$ cat src/rtl/rcss_defs.svh
`ifndef RCSS_DEFS_SVH
`define RCSS_DEFS_SVH

// System clock period in nanoseconds (40 MHz).
`define RCSS_CLK_PERIOD_NS 25

// Oscillator start-up delays, worst case, in nanoseconds.
`define RCSS_TOSCD_FAST_RC_NS 1100
`define RCSS_TOSCD_LOW_POWER_RC_NS 70000
`define RCSS_TOSCD_CRYSTAL_NS 70000

// PLL lock interval, nominal, in nanoseconds.
`define RCSS_TLOCK_NS 1500000

// Start-up timer length in periods of the oscillator's own clock.
`define RCSS_OST_PERIODS 1024

// PLL multiplication factor, and the factor reported when the PLL is not used.
`define RCSS_PLL_FACTOR 3'h4
`define RCSS_NO_PLL_FACTOR 3'h1

// Current-oscillator field position in the oscillator control word.
`define RCSS_CURRENT_OSC_SELECT_LSB 12
`define RCSS_CURRENT_OSC_SELECT_MSB 14

// Clock selection of an erased configuration word, also the reset value.
`define RCSS_ERASED_SEL 3'h7

`endif

$ cat src/rtl/rcss_pkg.sv
package rcss_pkg;

   // Codes of the new-oscillator configuration field.
   typedef enum logic [2:0] {
      RCSS_NOSC_FAST_RC       = 3'h0,
      RCSS_NOSC_FAST_RC_MULT  = 3'h1,
      RCSS_NOSC_PRIMARY       = 3'h2,
      RCSS_NOSC_PRIMARY_MULT  = 3'h3,
      RCSS_NOSC_SECONDARY     = 3'h4,
      RCSS_NOSC_LOW_POWER_RC  = 3'h5,
      RCSS_NOSC_FAST_RC_DIV16 = 3'h6,
      RCSS_NOSC_FAST_RC_DIV_N = 3'h7
   } rcss_nosc_t;

   // Codes of the primary type field.
   typedef enum logic [1:0] {
      RCSS_PT_EXTERNAL = 2'h0,
      RCSS_PT_MEDIUM   = 2'h1,
      RCSS_PT_HIGH     = 2'h2,
      RCSS_PT_SPARE    = 2'h3
   } rcss_ptype_t;

   // Resolved oscillator modes.
   typedef enum logic [3:0] {
      RCSS_M_FAST_RC        = 4'h0,
      RCSS_M_FAST_RC_DIV16  = 4'h1,
      RCSS_M_FAST_RC_DIV_N  = 4'h2,
      RCSS_M_FAST_RC_MULT   = 4'h3,
      RCSS_M_MEDIUM_XTAL    = 4'h4,
      RCSS_M_HIGH_XTAL      = 4'h5,
      RCSS_M_EXTERNAL       = 4'h6,
      RCSS_M_MEDIUM_MULT    = 4'h7,
      RCSS_M_EXTERNAL_MULT  = 4'h8,
      RCSS_M_SECONDARY      = 4'h9,
      RCSS_M_LOW_POWER_RC   = 4'hA
   } rcss_mode_t;

   // Start-up sequencer states.
   typedef enum logic [2:0] {
      RCSS_S_SUPPLY = 3'h0,
      RCSS_S_OSCD   = 3'h1,
      RCSS_S_OST    = 3'h2,
      RCSS_S_LOCK   = 3'h3,
      RCSS_S_RUN    = 3'h4
   } rcss_state_t;

   // Kind of oscillator start-up delay.
   typedef enum logic [1:0] {
      RCSS_D_FAST_RC   = 2'h0,
      RCSS_D_LOW_POWER = 2'h1,
      RCSS_D_CRYSTAL   = 2'h2
   } rcss_dkind_t;

   // Stored clock configuration.
   typedef struct packed {
      rcss_nosc_t  new_osc_select;
      rcss_ptype_t primary_type_field;
      logic        second_pin_function_bit;
      logic        erased;
   } rcss_cfg_t;

   // Steps that a mode needs before it is ready.
   typedef struct packed {
      logic        oscd;
      logic        ost;
      logic        pll;
      rcss_dkind_t kind;
   } rcss_plan_t;

   // Oscillator enables toward the analog blocks.
   typedef struct packed {
      logic fast_rc;
      logic low_power_rc;
      logic primary;
      logic secondary;
      logic pll;
   } rcss_osc_en_t;

endpackage : rcss_pkg

$ cat src/rtl/rcss_ost_counter.sv
`timescale 1ns/1ps
`include "rcss_defs.svh"

// Counts periods of the oscillator's own clock after a start request.
module rcss_ost_counter
   import rcss_pkg::*;
(
   // Clock and reset.
   input  wire logic clk,
   input  wire logic rst_b,
   // Oscillator clock from the pad.
   input  wire logic osc_clk_pin,
   // Control.
   input  wire logic start,
   output logic      done
);

   logic        sync_a;
   logic        sync_b;
   logic        prev;
   logic        busy;
   logic [10:0] cnt;
   wire         rise;
   wire         last;

   // The pad clock is slow against clk, so its edges are found after two flops.
   assign rise = sync_b & ~prev;
   assign last = busy & rise & (cnt == 11'(`RCSS_OST_PERIODS - 1));

   // Synchroniser and edge history.
   always_ff @(posedge clk or negedge rst_b) begin
      if (!rst_b) begin
         sync_a <= 1'b0;
         sync_b <= 1'b0;
         prev   <= 1'b0;
      end else begin
         sync_a <= osc_clk_pin;
         sync_b <= sync_a;
         prev   <= sync_b;
      end
   end

   // Period counter; a new start always restarts from zero.
   always_ff @(posedge clk or negedge rst_b) begin
      if (!rst_b) begin
         busy <= 1'b0;
         cnt  <= 11'h000;
         done <= 1'b0;
      end else begin
         busy <= start | (busy & ~last);
         cnt  <= start ? 11'h000 : ((busy & rise) ? cnt + 11'h001 : cnt);
         done <= last & ~start;
      end
   end
endmodule : rcss_ost_counter

$ cat src/rtl/rcss_top.sv
`timescale 1ns/1ps
`include "rcss_defs.svh"

module rcss_top
   import rcss_pkg::*;
#(
   parameter int PLL_LOCK_CYCLES =
      (`RCSS_TLOCK_NS + `RCSS_CLK_PERIOD_NS - 1) / `RCSS_CLK_PERIOD_NS
)
(
   // Clock and reset.
   input  wire logic   clk,
   input  wire logic   rst_b,
   // Reset sources and supply monitor, all from pads.
   input  wire logic   power_on_event,
   input  wire logic   brownout_reset,
   input  wire logic   warm_reset_event,
   input  wire logic   supply_stable,
   // Oscillator clock from the pad, used by the start-up timer.
   input  wire logic   osc_clk_pin,
   // Stored configuration.
   input  wire rcss_cfg_t cfg,
   // Reset and clock status.
   output logic        device_reset_b,
   output logic [15:0] oscillator_control_reg,
   output rcss_osc_en_t osc_en,
   output logic [2:0]  pll_factor,
   output logic        instr_clk,
   // Second oscillator pin.
   output logic        second_pin_out,
   output logic        second_pin_oe,
   output logic        second_pin_gpio_en
);

   localparam int FAST_RC_CYC =
      `RCSS_TOSCD_FAST_RC_NS / `RCSS_CLK_PERIOD_NS;
   localparam int LOW_POWER_CYC =
      `RCSS_TOSCD_LOW_POWER_RC_NS / `RCSS_CLK_PERIOD_NS;
   localparam int CRYSTAL_CYC =
      `RCSS_TOSCD_CRYSTAL_NS / `RCSS_CLK_PERIOD_NS;

   // Resolve a configuration code and primary type into a mode.
   function automatic rcss_mode_t mode_of(input rcss_nosc_t sel, input rcss_ptype_t pt);
      rcss_mode_t m;
      m = RCSS_M_FAST_RC_DIV_N;
      unique case (sel)
         RCSS_NOSC_FAST_RC:       m = RCSS_M_FAST_RC;
         RCSS_NOSC_FAST_RC_MULT:  m = RCSS_M_FAST_RC_MULT;
         RCSS_NOSC_SECONDARY:     m = RCSS_M_SECONDARY;
         RCSS_NOSC_LOW_POWER_RC:  m = RCSS_M_LOW_POWER_RC;
         RCSS_NOSC_FAST_RC_DIV16: m = RCSS_M_FAST_RC_DIV16;
         RCSS_NOSC_FAST_RC_DIV_N: m = RCSS_M_FAST_RC_DIV_N;
         RCSS_NOSC_PRIMARY: begin
            // The spare type code is treated as an external clock.
            if (pt == RCSS_PT_MEDIUM) m = RCSS_M_MEDIUM_XTAL;
            else if (pt == RCSS_PT_HIGH) m = RCSS_M_HIGH_XTAL;
            else m = RCSS_M_EXTERNAL;
         end
         RCSS_NOSC_PRIMARY_MULT: begin
            // The high-speed crystal has no multiplied form and runs plain.
            if (pt == RCSS_PT_MEDIUM) m = RCSS_M_MEDIUM_MULT;
            else if (pt == RCSS_PT_HIGH) m = RCSS_M_HIGH_XTAL;
            else m = RCSS_M_EXTERNAL_MULT;
         end
      endcase
      return m;
   endfunction : mode_of

   // Steps that bring a mode to readiness.
   function automatic rcss_plan_t plan_of(input rcss_mode_t m);
      rcss_plan_t p;
      p = '{oscd: 1'b1, ost: 1'b0, pll: 1'b0, kind: RCSS_D_FAST_RC};
      unique case (m)
         RCSS_M_FAST_RC, RCSS_M_FAST_RC_DIV16, RCSS_M_FAST_RC_DIV_N: ;
         RCSS_M_FAST_RC_MULT: p.pll = 1'b1;
         RCSS_M_MEDIUM_XTAL, RCSS_M_HIGH_XTAL, RCSS_M_SECONDARY: begin
            p.ost  = 1'b1;
            p.kind = RCSS_D_CRYSTAL;
         end
         RCSS_M_MEDIUM_MULT: begin
            p.ost  = 1'b1;
            p.pll  = 1'b1;
            p.kind = RCSS_D_CRYSTAL;
         end
         RCSS_M_EXTERNAL: p.oscd = 1'b0;
         RCSS_M_EXTERNAL_MULT: begin
            p.oscd = 1'b0;
            p.pll  = 1'b1;
         end
         RCSS_M_LOW_POWER_RC: p.kind = RCSS_D_LOW_POWER;
         default: p.oscd = 1'b1;
      endcase
      return p;
   endfunction : plan_of

   // Counter load for the start-up delay, one less than its length.
   function automatic logic [15:0] oscd_load(input rcss_dkind_t k);
      logic [15:0] v;
      v = 16'(FAST_RC_CYC - 1);
      if (k == RCSS_D_LOW_POWER) v = 16'(LOW_POWER_CYC - 1);
      else if (k == RCSS_D_CRYSTAL) v = 16'(CRYSTAL_CYC - 1);
      return v;
   endfunction : oscd_load

   // First state after a given point of the sequence.
   function automatic rcss_state_t step_after(input rcss_plan_t p, input logic [1:0] from);
      rcss_state_t s;
      s = RCSS_S_RUN;
      if (from == 2'h0 && p.oscd) s = RCSS_S_OSCD;
      else if (from <= 2'h1 && p.ost) s = RCSS_S_OST;
      else if (p.pll) s = RCSS_S_LOCK;
      return s;
   endfunction : step_after

   rcss_state_t state;
   rcss_state_t next_state;
   rcss_nosc_t  act_sel;
   rcss_ptype_t act_pt;
   logic [15:0] cnt;
   logic [15:0] next_cnt;
   logic [3:0]  sync_a;
   logic [3:0]  sync_b;
   logic        cold_pending;
   logic        ost_done;

   wire         cold_src;
   wire         warm_src;
   wire         supply_ok;
   wire         src_any;
   wire         go;
   wire         cnt_zero;
   wire         ost_start;
   wire         need_pin;
   wire         clkout_sel;
   rcss_nosc_t  load_sel;
   rcss_plan_t  load_plan;
   rcss_plan_t  act_plan;
   rcss_mode_t  act_mode;

   // Pad inputs pass two flops; only the second stage is looked at.
   always_ff @(posedge clk or negedge rst_b) begin
      if (!rst_b) begin
         sync_a <= 4'h0;
         sync_b <= 4'h0;
      end else begin
         sync_a <= {supply_stable, warm_reset_event, brownout_reset, power_on_event};
         sync_b <= sync_a;
      end
   end

   // Source decode and the configuration that a cold reset would load.
   assign cold_src  = sync_b[0] | sync_b[1];
   assign warm_src  = sync_b[2];
   assign supply_ok = sync_b[3];
   assign src_any   = cold_src | warm_src;
   assign go        = (state == RCSS_S_SUPPLY) & ~src_any & supply_ok;
   assign load_sel  = cfg.erased ? rcss_nosc_t'(`RCSS_ERASED_SEL)
                                 : cfg.new_osc_select;
   assign load_plan = plan_of(mode_of(load_sel, cfg.primary_type_field));
   assign act_mode  = mode_of(act_sel, act_pt);
   assign act_plan  = plan_of(act_mode);
   assign cnt_zero  = (cnt == 16'h0000);
   assign ost_start = (next_state == RCSS_S_OST) & (state != RCSS_S_OST);

   // Sequencer; a reset source or a supply drop always returns to the hold state.
   always_comb begin
      next_state = state;
      next_cnt   = cnt_zero ? cnt : cnt - 16'h0001;
      if (src_any | ~supply_ok) begin
         next_state = RCSS_S_SUPPLY;
      end else begin
         unique case (state)
            RCSS_S_SUPPLY: begin
               if (cold_pending) next_state = step_after(load_plan, 2'h0);
               else next_state = RCSS_S_RUN;
               if (cold_pending && load_plan.oscd) next_cnt = oscd_load(load_plan.kind);
               else if (cold_pending && load_plan.pll) next_cnt = 16'(PLL_LOCK_CYCLES - 1);
            end
            RCSS_S_OSCD: begin
               if (cnt_zero) next_state = step_after(act_plan, 2'h1);
               if (cnt_zero) next_cnt = 16'(PLL_LOCK_CYCLES - 1);
            end
            RCSS_S_OST: begin
               if (ost_done) next_state = step_after(act_plan, 2'h2);
               if (ost_done) next_cnt = 16'(PLL_LOCK_CYCLES - 1);
            end
            RCSS_S_LOCK: begin
               if (cnt_zero) next_state = RCSS_S_RUN;
            end
            RCSS_S_RUN: next_state = RCSS_S_RUN;
            default: next_state = RCSS_S_SUPPLY;
         endcase
      end
   end

   // State, counter and cold marker; the marker lives until release, so a cut start reruns.
   always_ff @(posedge clk or negedge rst_b) begin
      if (!rst_b) begin
         state        <= RCSS_S_SUPPLY;
         cnt          <= 16'h0000;
         cold_pending <= 1'b1;
      end else begin
         state        <= next_state;
         cnt          <= next_cnt;
         cold_pending <= cold_src | (cold_pending & (state != RCSS_S_RUN));
      end
   end

   // Active selection changes only when a cold reset is released.
   always_ff @(posedge clk or negedge rst_b) begin
      if (!rst_b) begin
         act_sel <= rcss_nosc_t'(`RCSS_ERASED_SEL);
         act_pt  <= RCSS_PT_EXTERNAL;
      end else if (go && cold_pending) begin
         act_sel <= load_sel;
         act_pt  <= cfg.primary_type_field;
      end
   end

   // Second pin use; primary crystal modes own the pin as the oscillator's output side.
   assign need_pin   = (act_mode == RCSS_M_MEDIUM_XTAL) | (act_mode == RCSS_M_HIGH_XTAL)
                     | (act_mode == RCSS_M_MEDIUM_MULT);
   assign clkout_sel = ~need_pin & ~cfg.second_pin_function_bit;

   // Registered status and clock outputs.
   always_ff @(posedge clk or negedge rst_b) begin
      if (!rst_b) begin
         device_reset_b         <= 1'b0;
         oscillator_control_reg <= {1'b0, `RCSS_ERASED_SEL, 12'h000};
         osc_en                 <= '0;
         pll_factor             <= `RCSS_NO_PLL_FACTOR;
         instr_clk              <= 1'b0;
         second_pin_out         <= 1'b0;
         second_pin_oe          <= 1'b0;
         second_pin_gpio_en     <= 1'b0;
      end else begin
         device_reset_b         <= (next_state == RCSS_S_RUN);
         oscillator_control_reg <= {1'b0, act_sel, 12'h000};
         osc_en.fast_rc         <= act_sel inside {RCSS_NOSC_FAST_RC, RCSS_NOSC_FAST_RC_MULT,
                                                   RCSS_NOSC_FAST_RC_DIV16,
                                                   RCSS_NOSC_FAST_RC_DIV_N};
         osc_en.low_power_rc    <= (act_sel == RCSS_NOSC_LOW_POWER_RC);
         osc_en.primary         <= act_sel inside {RCSS_NOSC_PRIMARY, RCSS_NOSC_PRIMARY_MULT};
         osc_en.secondary       <= (act_sel == RCSS_NOSC_SECONDARY);
         osc_en.pll             <= act_plan.pll;
         pll_factor             <= act_plan.pll ? `RCSS_PLL_FACTOR
                                                : `RCSS_NO_PLL_FACTOR;
         instr_clk              <= device_reset_b & ~instr_clk;
         second_pin_out         <= clkout_sel & instr_clk;
         second_pin_oe          <= clkout_sel;
         second_pin_gpio_en     <= ~need_pin & cfg.second_pin_function_bit;
      end
   end

   // Start-up timer on the oscillator's own clock.
   rcss_ost_counter u_ost (
      .clk         (clk),
      .rst_b       (rst_b),
      .osc_clk_pin (osc_clk_pin),
      .start       (ost_start),
      .done        (ost_done)
   );
endmodule : rcss_top

$ cat config.mk
export PLATFORM = sky130hd
export DESIGN_NAME = rcss_top
export DESIGN_NICKNAME = d
export VERILOG_FILES = /design/src/rtl/rcss_pkg.sv /design/src/rtl/rcss_ost_counter.sv /design/src/rtl/rcss_top.sv
export VERILOG_INCLUDE_DIRS = /design/src /design/src/rtl
export SDC_FILE = /design/constraint.sdc
export NUM_CORES = 1
export LEC_CHECK = 0
export BUFFER_PORTS_ARGS = -buffer_cell sky130_fd_sc_hd__clkbuf_2
export CORE_MARGIN = 2
export CORE_UTILIZATION = 45
export CTS_BUF_LIST = sky130_fd_sc_hd__clkbuf_8 sky130_fd_sc_hd__clkbuf_16
export DETAILED_ROUTE_END_ITERATION = 8
export HOLD_SLACK_MARGIN = 0.08
export PLACE_DENSITY = 0.73
export REMOVE_ABC_BUFFERS = 1
export SKIP_LAST_GASP = 1
export SLEW_MARGIN = 40
export SYNTH_ARGS = -nofsm -noshare
export SYNTH_HDL_FRONTEND = slang
export SYNTH_SLANG_ARGS = --single-unit
$ cat constraint.sdc
create_clock -name clk -period 2.4 [get_ports clk]
set_clock_uncertainty 0.15 [all_clocks]
set_input_delay 0.12 -clock clk [delete_from_list [all_inputs] [get_ports clk]]
set_output_delay 0.12 -clock clk [all_outputs]
set_load 0.02 [all_outputs]
==> impl_metrics.json, run 1 <==
{
  "io_buffers": 28,
  "p_int_mw": 2.369,
  "clockBufferDepth": 2,
  "largest_register_ffs": 16,
  "p_per_area_mw_per_mm2": 898.4,
  "status": "complete, no violations",
  "post-route-min-period_ns": 2.342,
  "fin_crit_sh_pct": 97.57,
  "dp_hpwl_um": 4400,
  "antenna_found_initial": 0,
  "final_cell_count_no_fill": 494,
  "synth-seq-area-share_pct": 48.66,
  "ys_ff_latch": 63,
  "syn_inst": 329,
  "ant_nets": 0,
  "root_buffer": "clkbuf_8",
  "register_area_mm2": 0.001587,
  "drcViolationCount": 0,
  "max_slew_margin_pct": 60.45,
  "antenna_cells_inserted": 0,
  "cts_buffers": 9,
  "power_mw": 3.561,
  "finalMaxSlewViolations": 0,
  "wl_met3_um": 254,
  "cts_tree": "yes",
  "fill_cells": 616,
  "grt_usage_pct": 17.33,
  "worst_setup_path_end_kind": "flop",
  "reg.largest.list": "cnt: 16 flops, u_ost.cnt: 11 flops",
  "grt_remaining_overflow": 0,
  "top_register": "cnt",
  "p_leak_nw": 1.778,
  "ir_drop_mv": 0.3157,
  "clk_latency_ns": 0.34,
  "syn_area_mm2": 0.003261,
  "multi_input_area_mm2": 0.001560,
  "io_pins": 43,
  "finalSetupViolations": 0,
  "grt_max_degree": 64,
  "synth_common_cells": "dfrtp_1 (55), nand2_1 (32), nor2_1 (25)",
  "cp.required_ns": 2.48,
  "yosys_warnings": 0,
  "die-height_um": 89.12,
  "first_pass_iters": 4,
  "holdPathStages": 0,
  "synth_top_flop_cell": "dfrtp_1",
  "place_inst": 461,
  "p_switching_mw": 1.192,
  "initial_core_util_pct": 45.69,
  "yosysTopAreaCell": "dfrtp_1",
  "h-tree-depth": 3,
  "worst_pin_slew_ns": 0.5870,
  "cp_cell_sequence": "dlygate4sd3_1, clkbuf_2, or3b_2, o22ai_1, o41ai_2, buf_4, o311a_1, and4_4, a21o_1",
  "gp_congestion": 0.8829,
  "synth.distinct_cells": 63,
  "slowest_stage": "dlygate4sd3_1",
  "hold_violations": 0,
  "ys_async_sr_fraction_pct": 100.0,
  "reg2reg_depth": 9,
  "dr.first_iter.drc_count": 95,
  "grt_pass1_wl_um": 10660,
  "rows": 31,
  "clock-sinks": 63,
  "wl_met1_um": 2987,
  "met2_wirelength_um": 3238,
  "synth_edf_count": 0,
  "arrival_ns": 2.43,
  "crit_path_max_fanout": 8,
  "seqPwrFrac_pct": 44.4,
  "num_vias": 2497,
  "die_w_um": 89.12,
  "hp-class": "flop to flop",
  "clockPowerShare_pct": 26.3,
  "grt_pass1_vias": 2331,
  "via_per_inst": 5.055,
  "dieArea_mm2": 0.007942,
  "crit_type": "primary input to flop",
  "worst_setup_path_start_kind": "primary input",
  "netlist.area_leader.share_pct": 42.21,
  "wire_per_inst_um": 13.32,
  "drv_cap": 0,
  "synthToLayoutAreaGrowth_pct": 21.57,
  "yosysMostFrequentCell": "dfrtp_1",
  "drive_above_1_share_pct": 24.81,
  "critPathMaxStageDelay_ns": 0.54,
  "layout.nets": 411,
  "netSwitchingFraction_pct": 33.49,
  "synth_area_leaders": "dfrtp_1 (42%), dfstp_2 (6.4%), nand2_1 (3.7%)",
  "drt_wl_total_um": 6578,
  "core-area_mm2": 0.007137,
  "combPwrFrac_pct": 29.3,
  "avgSynthCellArea_um2": 9.911,
  "clkTransAtPathRegs_ns": 0.07,
  "fmax_mhz": 427.1,
  "top_layer_used": "met4"
}
## routing by layer
| layer | track usage [%] | vias up |
|---|---|---|
| li1 | - | 1236 |
| met1 | 21.89 | 1195 |
| met2 | 28.08 | 55 |
| met3 | 5.078 | 11 |
| met4 | 6.649 | 0 |
| met5 | 0 | - |
## through the flow
stage          area, µm²  hold WS, ns  util (%)  setup WS [ns]  setup TNS (ns)
6_report            3964       0.1995     55.54        0.05836               0
4_1_cts             3902       0.2004     54.68        0.06054               0
2_1_floorplan       3152      -0.3256         -         0.1165               0
5_1_grt             3964       0.2062     55.54      -0.009584       -0.009584
3_3_place_gp        3543      0.07832     49.65        0.08912               0
3_5_place_dp        3543      0.07964     49.65        0.01499               0
## power groups by stage
stage	registers [mW]	logic [mW]	clock network, mW
6_report	1.58	1.04	0.938
5_1_grt	1.61	1.17	1.01
2_1_floorplan	1.63	0.609	0
3_5_place_dp	1.60	0.998	0
3_3_place_gp	1.58	0.975	0
4_1_cts	1.58	1.03	0.957
## worst paths after layout
path | from | end | slack, ns
max reg2reg | cnt[7]$_DFF_PN0_ | cnt[0]$_DFF_PN0_ | 0.12
min in group asynchronous | rst_b | u_ost.cnt[5]$_DFFE_PN0P_ | 0.23
max | cfg[6] | u_ost.busy$_DFF_PN0_ | 0.06
max in group asynchronous | rst_b | cold_pending$_DFF_PN1_ | 1.46
min reg2reg | sync_a[1]$_DFF_PN0_ | sync_b[1]$_DFF_PN0_ | 0.20
min | sync_a[1]$_DFF_PN0_ | sync_b[1]$_DFF_PN0_ | 0.20
## cell usage in the layout (no fill, tap or decap), types with 3 or more instances in the layout
master | netlist | routed
a21oi_1 | 15 | 14
nand4b_1 | 3 | 3
dfrtp_1 | 55 | 55
nor2_2 | 10 | 10
nor2_1 | 25 | 25
o21ai_0 | 12 | 12
dfstp_2 | 8 | 8
dlygate4sd3_1 | 0 | 15
inv_1 | 13 | 14
buf_4 | 15 | 17
and2_1 | 5 | 4
nor3_1 | 13 | 12
nand2b_1 | 8 | 8
xnor2_1 | 11 | 11
o22a_1 | 3 | 3
clkbuf_8 | 0 | 11
xor2_1 | 12 | 12
nor2b_1 | 4 | 3
nor4_1 | 3 | 3
clkbuf_2 | 0 | 28
nand2_1 | 32 | 32
nand3_1 | 6 | 6
and3_1 | 3 | 3
conb_1 | 1 | 14
nand3b_1 | 4 | 4
o21bai_1 | 4 | 4
ha_1 | 7 | 7
## kinds of logic after synthesis
| group | synth area share, % |
|---|---|
| AND/OR/NAND/NOR | 22.95 |
| flip-flops | 48.66 |
| AO/OA/AOI/OAI | 12.24 |
| buffers and inverters | 6.524 |
| XOR/XNOR | 6.178 |
| adder cells (fa/ha/maj) | 2.686 |
| multiplexers | 0.6523 |
| other | 0.1150 |
## final cells by class
class / count / share of cell area (%)
Clock buffer: 11 / 3.819
Multi-Input combinational cell: 241 / 39.36
Timing Repair Buffer: 61 / 10.83
Tap cell: 99 / 3.125
Inverter: 14 / 1.389
Clock inverter: 5 / 1.452
Sequential cell: 63 / 40.03
## worst max-delay path: cells and delay by family
kind / cells / cell delay, ns
buf+inv: 3 / 0.86
compound gates: 4 / 0.68
simple gates: 2 / 0.77
## what timing repair did
action,CTS,global route
gates resized for setup,0,8
setup buffers,0,1
hold buffers,15,0
endpoints found under the hold margin,68,0
setup endpoints to repair,0,27
No activity file was read; power rests on OpenSTA's default activity.
==> inputs of run 2 (changes only) <==
--- a/config.mk
+++ b/config.mk
@@ -6,16 +6,15 @@
 export SDC_FILE = /design/constraint.sdc
 export NUM_CORES = 1
 export LEC_CHECK = 0
-export BUFFER_PORTS_ARGS = -buffer_cell sky130_fd_sc_hd__clkbuf_2
 export CORE_MARGIN = 2
 export CORE_UTILIZATION = 45
 export CTS_BUF_LIST = sky130_fd_sc_hd__clkbuf_8 sky130_fd_sc_hd__clkbuf_16
 export DETAILED_ROUTE_END_ITERATION = 8
+export DONT_BUFFER_PORTS = 1
 export HOLD_SLACK_MARGIN = 0.08
-export PLACE_DENSITY = 0.73
+export PLACE_DENSITY = 0.68
 export REMOVE_ABC_BUFFERS = 1
 export SKIP_LAST_GASP = 1
-export SLEW_MARGIN = 40
 export SYNTH_ARGS = -nofsm -noshare
 export SYNTH_HDL_FRONTEND = slang
 export SYNTH_SLANG_ARGS = --single-unit
==> impl_metrics.json, run 2 (synthesized netlist as in run 1, its figures left out) <==
{
  "status": "complete, no violations",
  "r2r_slack_ns": 0.12,
  "largest_register_ffs": 16,
  "wire_per_inst_um": 14.45,
  "drv_cap": 0,
  "arrival_ns": 2.45,
  "finalSetupViolations": 0,
  "grt_max_degree": 64,
  "gp_congestion": 0.9457,
  "hold_violations": 0,
  "whs_ns": 0.1396,
  "synthToLayoutAreaGrowth_pct": 19.34,
  "via_per_inst": 5.229,
  "finalMaxSlewViolations": 0,
  "post-route-min-period_ns": 2.353,
  "p_leak_nw": 1.674,
  "grt_usage_pct": 17.62,
  "dieArea_mm2": 0.007942,
  "fin_util_pct": 54.52,
  "worst_setup_path_end_kind": "flop",
  "clockBufferDepth": 2,
  "antenna_found_initial": 0,
  "layout_common_cells": "dfrtp_1 (55), nand2_1 (32), nor2_1 (25)",
  "drcViolationCount": 0,
  "drt_wl_total_um": 6691,
  "cts_tree": "yes",
  "clock-sinks": 63,
  "grt_pass1_vias": 2264,
  "first_pass_iters": 4,
  "fin_crit_sh_pct": 98.05,
  "cts_setup_buffers": 0,
  "top_register": "cnt",
  "worst_setup_path_start_kind": "primary input",
  "max_slew_margin_pct": 62.47,
  "drive_above_1_share_pct": 19.78,
  "layout.nets": 380,
  "h-tree-depth": 3,
  "cp.required_ns": 2.50,
  "cp-startpoint": "cfg[3]",
  "die-height_um": 89.12,
  "rows": 31,
  "dr.first_iter.drc_count": 158,
  "clkTransAtPathRegs_ns": 0.07,
  "clk_latency_ns": 0.35,
  "crit_type": "primary input to flop",
  "initial_core_util_pct": 45.69,
  "core-area_mm2": 0.007137,
  "io_buffers": 0,
  "io_pins": 43,
  "dp_hpwl_um": 4381,
  "worst_pin_slew_ns": 0.5570,
  "p_per_area_mw_per_mm2": 938.9,
  "reg.largest.list": "cnt: 16 flops, u_ost.cnt: 11 flops",
  "rr_startpoint": "cnt[3]$_DFF_PN0_",
  "grt_pass1_wl_um": 10590,
  "ant_nets": 0,
  "fmax_mhz": 425.0,
  "root_buffer": "clkbuf_8",
  "mostFrequentLayoutCell": "dfrtp_1",
  "crit_path_max_fanout": 6,
  "ir_drop_mv": 0.3579,
  "cts_buffers": 9,
  "die_w_um": 89.12,
  "hp-class": "primary input to async pin",
  "grt_remaining_overflow": 0,
  "antenna_cells_inserted": 0,
  "num_vias": 2421
}
## run 2: worst paths after layout
path,cells past startpoint,to
max in group asynchronous,2,oscillator_control_reg[14]$_DFF_PN1_
min in group clk,3,cnt[14]$_DFF_PN0_
worst min register to register,0,sync_b[3]$_DFF_PN0_
worst min-delay path,2,u_ost.cnt[2]$_DFFE_PN0P_
worst max register to register,6,u_ost.busy$_DFF_PN0_
worst max-delay path,10,u_ost.busy$_DFF_PN0_
## run 2: where the power goes
part	switching (mW)	internal (mW)	total (mW)
logic	0.473	0.454	0.927
clock network	0.418	0.641	1.06
registers	0.316	1.35	1.67
## run 2: cell type report
type | count | area [µm²]
Clock inverter | 5 | 78.83
Timing Repair Buffer | 30 | 282.8
Clock buffer | 11 | 151.4
Tap cell | 99 | 123.9
Multi-Input combinational cell | 241 | 1613
Sequential cell | 63 | 1587
Inverter | 14 | 55.05
Fill cell | 637 | 3246
## run 2: stage by stage
| step | std cells | setup TNS [ns] | instance area [µm²] | total power [mW] | worst slack [ns] |
|---|---|---|---|---|---|
| 6_report | 463 | 0 | 3891 | 3.654 | 0.04683 |
| 3_3_place_gp | 430 | 0 | 3381 | 2.452 | 0.07940 |
| 2_1_floorplan | 317 | 0 | 3152 | 2.243 | 0.1165 |
| 3_5_place_dp | 430 | 0 | 3381 | 2.499 | 0.002100 |
| 4_1_cts | 462 | 0 | 3789 | 3.615 | 0.004810 |
| 5_1_grt | 463 | -0.007159 | 3891 | 3.893 | -0.004097 |
## run 2: routing by layer
metal	track usage, %	routed length, µm	vias up
met2	28.89	3402	49
met4	8.141	133	0
met3	4.155	213	11
met5	0	0	-
met1	22.00	2941	1189
li1	-	-	1172
## run 2: timing repair
action                     in CTS  in global routing
hold buffers                   16                  0
hold endpoints to repair       79                  0
setup endpoints to repair       0                 30
gates resized for setup         0                 15
## run 2: critical path, stage by stage
cell and delay, ns:
dlygate4sd3_1 0.52, inv_1 0.07, ha_1 0.21, or3b_2 0.50, o22ai_2 0.23, o41ai_2 0.11, buf_4 0.16, o311a_1 0.15
and4_4 0.23, a21o_1 0.15
==> inputs of run 3 (changes only) <==
--- a/config.mk
+++ b/config.mk
@@ -6,13 +6,13 @@
 export SDC_FILE = /design/constraint.sdc
 export NUM_CORES = 1
 export LEC_CHECK = 0
-export CORE_MARGIN = 2
+export CORE_MARGIN = 1
 export CORE_UTILIZATION = 45
 export CTS_BUF_LIST = sky130_fd_sc_hd__clkbuf_8 sky130_fd_sc_hd__clkbuf_16
 export DETAILED_ROUTE_END_ITERATION = 8
 export DONT_BUFFER_PORTS = 1
 export HOLD_SLACK_MARGIN = 0.08
-export PLACE_DENSITY = 0.68
+export PLACE_DENSITY_LB_ADDON = 0.08
 export REMOVE_ABC_BUFFERS = 1
 export SKIP_LAST_GASP = 1
 export SYNTH_ARGS = -nofsm -noshare
==> impl_metrics.json, run 3 (synthesized netlist as in run 1, its figures left out) <==
{
  "fmax_mhz": 433.7,
  "fin_crit_sh_pct": 96.07,
  "hp-class": "primary input to async pin",
  "p_leak_nw": 1.708,
  "drcViolationCount": 0,
  "finalMaxSlewViolations": 0,
  "worst_setup_path_start_kind": "primary input",
  "crit_type": "primary input to flop",
  "crit_path_max_fanout": 7,
  "mostFrequentLayoutCell": "dfrtp_1",
  "gp_congestion": 0.9075,
  "worst_pin_slew_ns": 0.5001,
  "cp.required_ns": 2.48,
  "grt_pass1_wl_um": 10510,
  "post-route-min-period_ns": 2.306,
  "core-area_mm2": 0.006907,
  "drv_cap": 0,
  "grt_max_degree": 64,
  "num_vias": 2410,
  "layout.nets": 387,
  "wire_per_inst_um": 13.89,
  "layout_common_cells": "dfrtp_1 (55), nand2_1 (32), nor2_1 (25)",
  "top_register": "cnt",
  "clk_latency_ns": 0.34,
  "finalSetupViolations": 0,
  "cts_tree": "yes",
  "clockBufferDepth": 2,
  "drive_above_1_share_pct": 19.68,
  "status": "complete, no violations",
  "clock-sinks": 63,
  "ir_drop_mv": 0.4777,
  "fin_setup_tns_ns": 0,
  "grt_remaining_overflow": 0,
  "ant_nets": 0,
  "io_buffers": 0,
  "cts_setup_buffers": 0,
  "drt_wl_total_um": 6486,
  "initial_core_util_pct": 47.21,
  "reg.largest.list": "cnt: 16 flops, u_ost.cnt: 11 flops",
  "synthToLayoutAreaGrowth_pct": 20.61,
  "p_per_area_mw_per_mm2": 938.4,
  "first_pass_iters": 4,
  "whs_ns": 0.1534,
  "grt_setup_unrepaired": "false",
  "worst_setup_path_end_kind": "flop",
  "power_mw": 3.690,
  "via_per_inst": 5.161,
  "final_cell_count_no_fill": 467,
  "dieArea_mm2": 0.007590,
  "dp_hpwl_um": 4433,
  "root_buffer": "clkbuf_8",
  "max_slew_margin_pct": 66.61,
  "largest_register_ffs": 16,
  "place_inst": 433,
  "rows": 30,
  "grt_usage_pct": 18.43,
  "clkTransAtPathRegs_ns": 0.08,
  "antenna_found_initial": 0,
  "grt_pass1_vias": 2277,
  "die_w_um": 87.12,
  "die-height_um": 87.12,
  "fin_util_pct": 56.94,
  "dr.first_iter.drc_count": 206,
  "reg2reg_depth": 6,
  "hold_violations": 0,
  "arrival_ns": 2.38,
  "antenna_cells_inserted": 0,
  "io_pins": 43,
  "h-tree-depth": 3,
  "cts_buffers": 9
}
## run 3: critical path, stage by stage
cell and delay, ns:
dlygate4sd3_1 0.52, inv_1 0.05, ha_1 0.18, or3b_2 0.50, o22ai_2 0.20, o41ai_1 0.11
buf_4 0.16, o311a_1 0.14, and4_4 0.23, a21o_1 0.16
## run 3: metal layers
| metal | global-route usage [%] | part of all wire (%) |
|---|---|---|
| met5 | 0 | 0 |
| met4 | 7.601 | 1.4 |
| met3 | 5.308 | 4.7 |
| met2 | 29.71 | 48 |
| met1 | 23.31 | 46 |
## run 3: per-stage QoR
step	setup WS, ns	cell area (µm²)
after global placement	0.02740	3422
after CTS	0.01094	3854
after detailed placement	0.01214	3422
final	0.09439	3933
after global routing	0.005223	3933
after floorplan	0.1165	3152
## run 3: final timing paths
kind / from / slack, ns / endpoint
min: rst_b / 0.15 / u_ost.cnt[5]$_DFFE_PN0P_
max reg2reg: cnt[2]$_DFF_PN0_ / 0.11 / u_ost.busy$_DFF_PN0_
max: cfg[3] / 0.09 / u_ost.busy$_DFF_PN0_
min in group clk: cfg[0] / 0.15 / cnt[14]$_DFF_PN0_
max in group asynchronous: rst_b / 1.65 / cold_pending$_DFF_PN1_
min reg2reg: sync_a[2]$_DFF_PN0_ / 0.20 / sync_b[2]$_DFF_PN0_
## run 3: power breakdown
part           internal, mW  switching [mW]
clock                 0.684           0.402
combinational         0.479           0.474
sequential             1.35           0.301
total                  2.51            1.18
## run 3: timing repair
action	in CTS	in global routing
cloned	0	1
hold buffers	17	0
gates resized for setup	1	10
pin swaps	1	2
setup endpoints to repair	4	24
hold endpoints to repair	79	0
## run 3: layout make-up
type | count | area (µm²)
clock inverter | 7 | 112.6
tap | 96 | 120.1
clock buffer | 9 | 123.9
inverter | 14 | 55.05
fill | 622 | 2974
timing repair buffer | 37 | 337.8
sequential | 63 | 1587
multi-input combinational | 241 | 1597
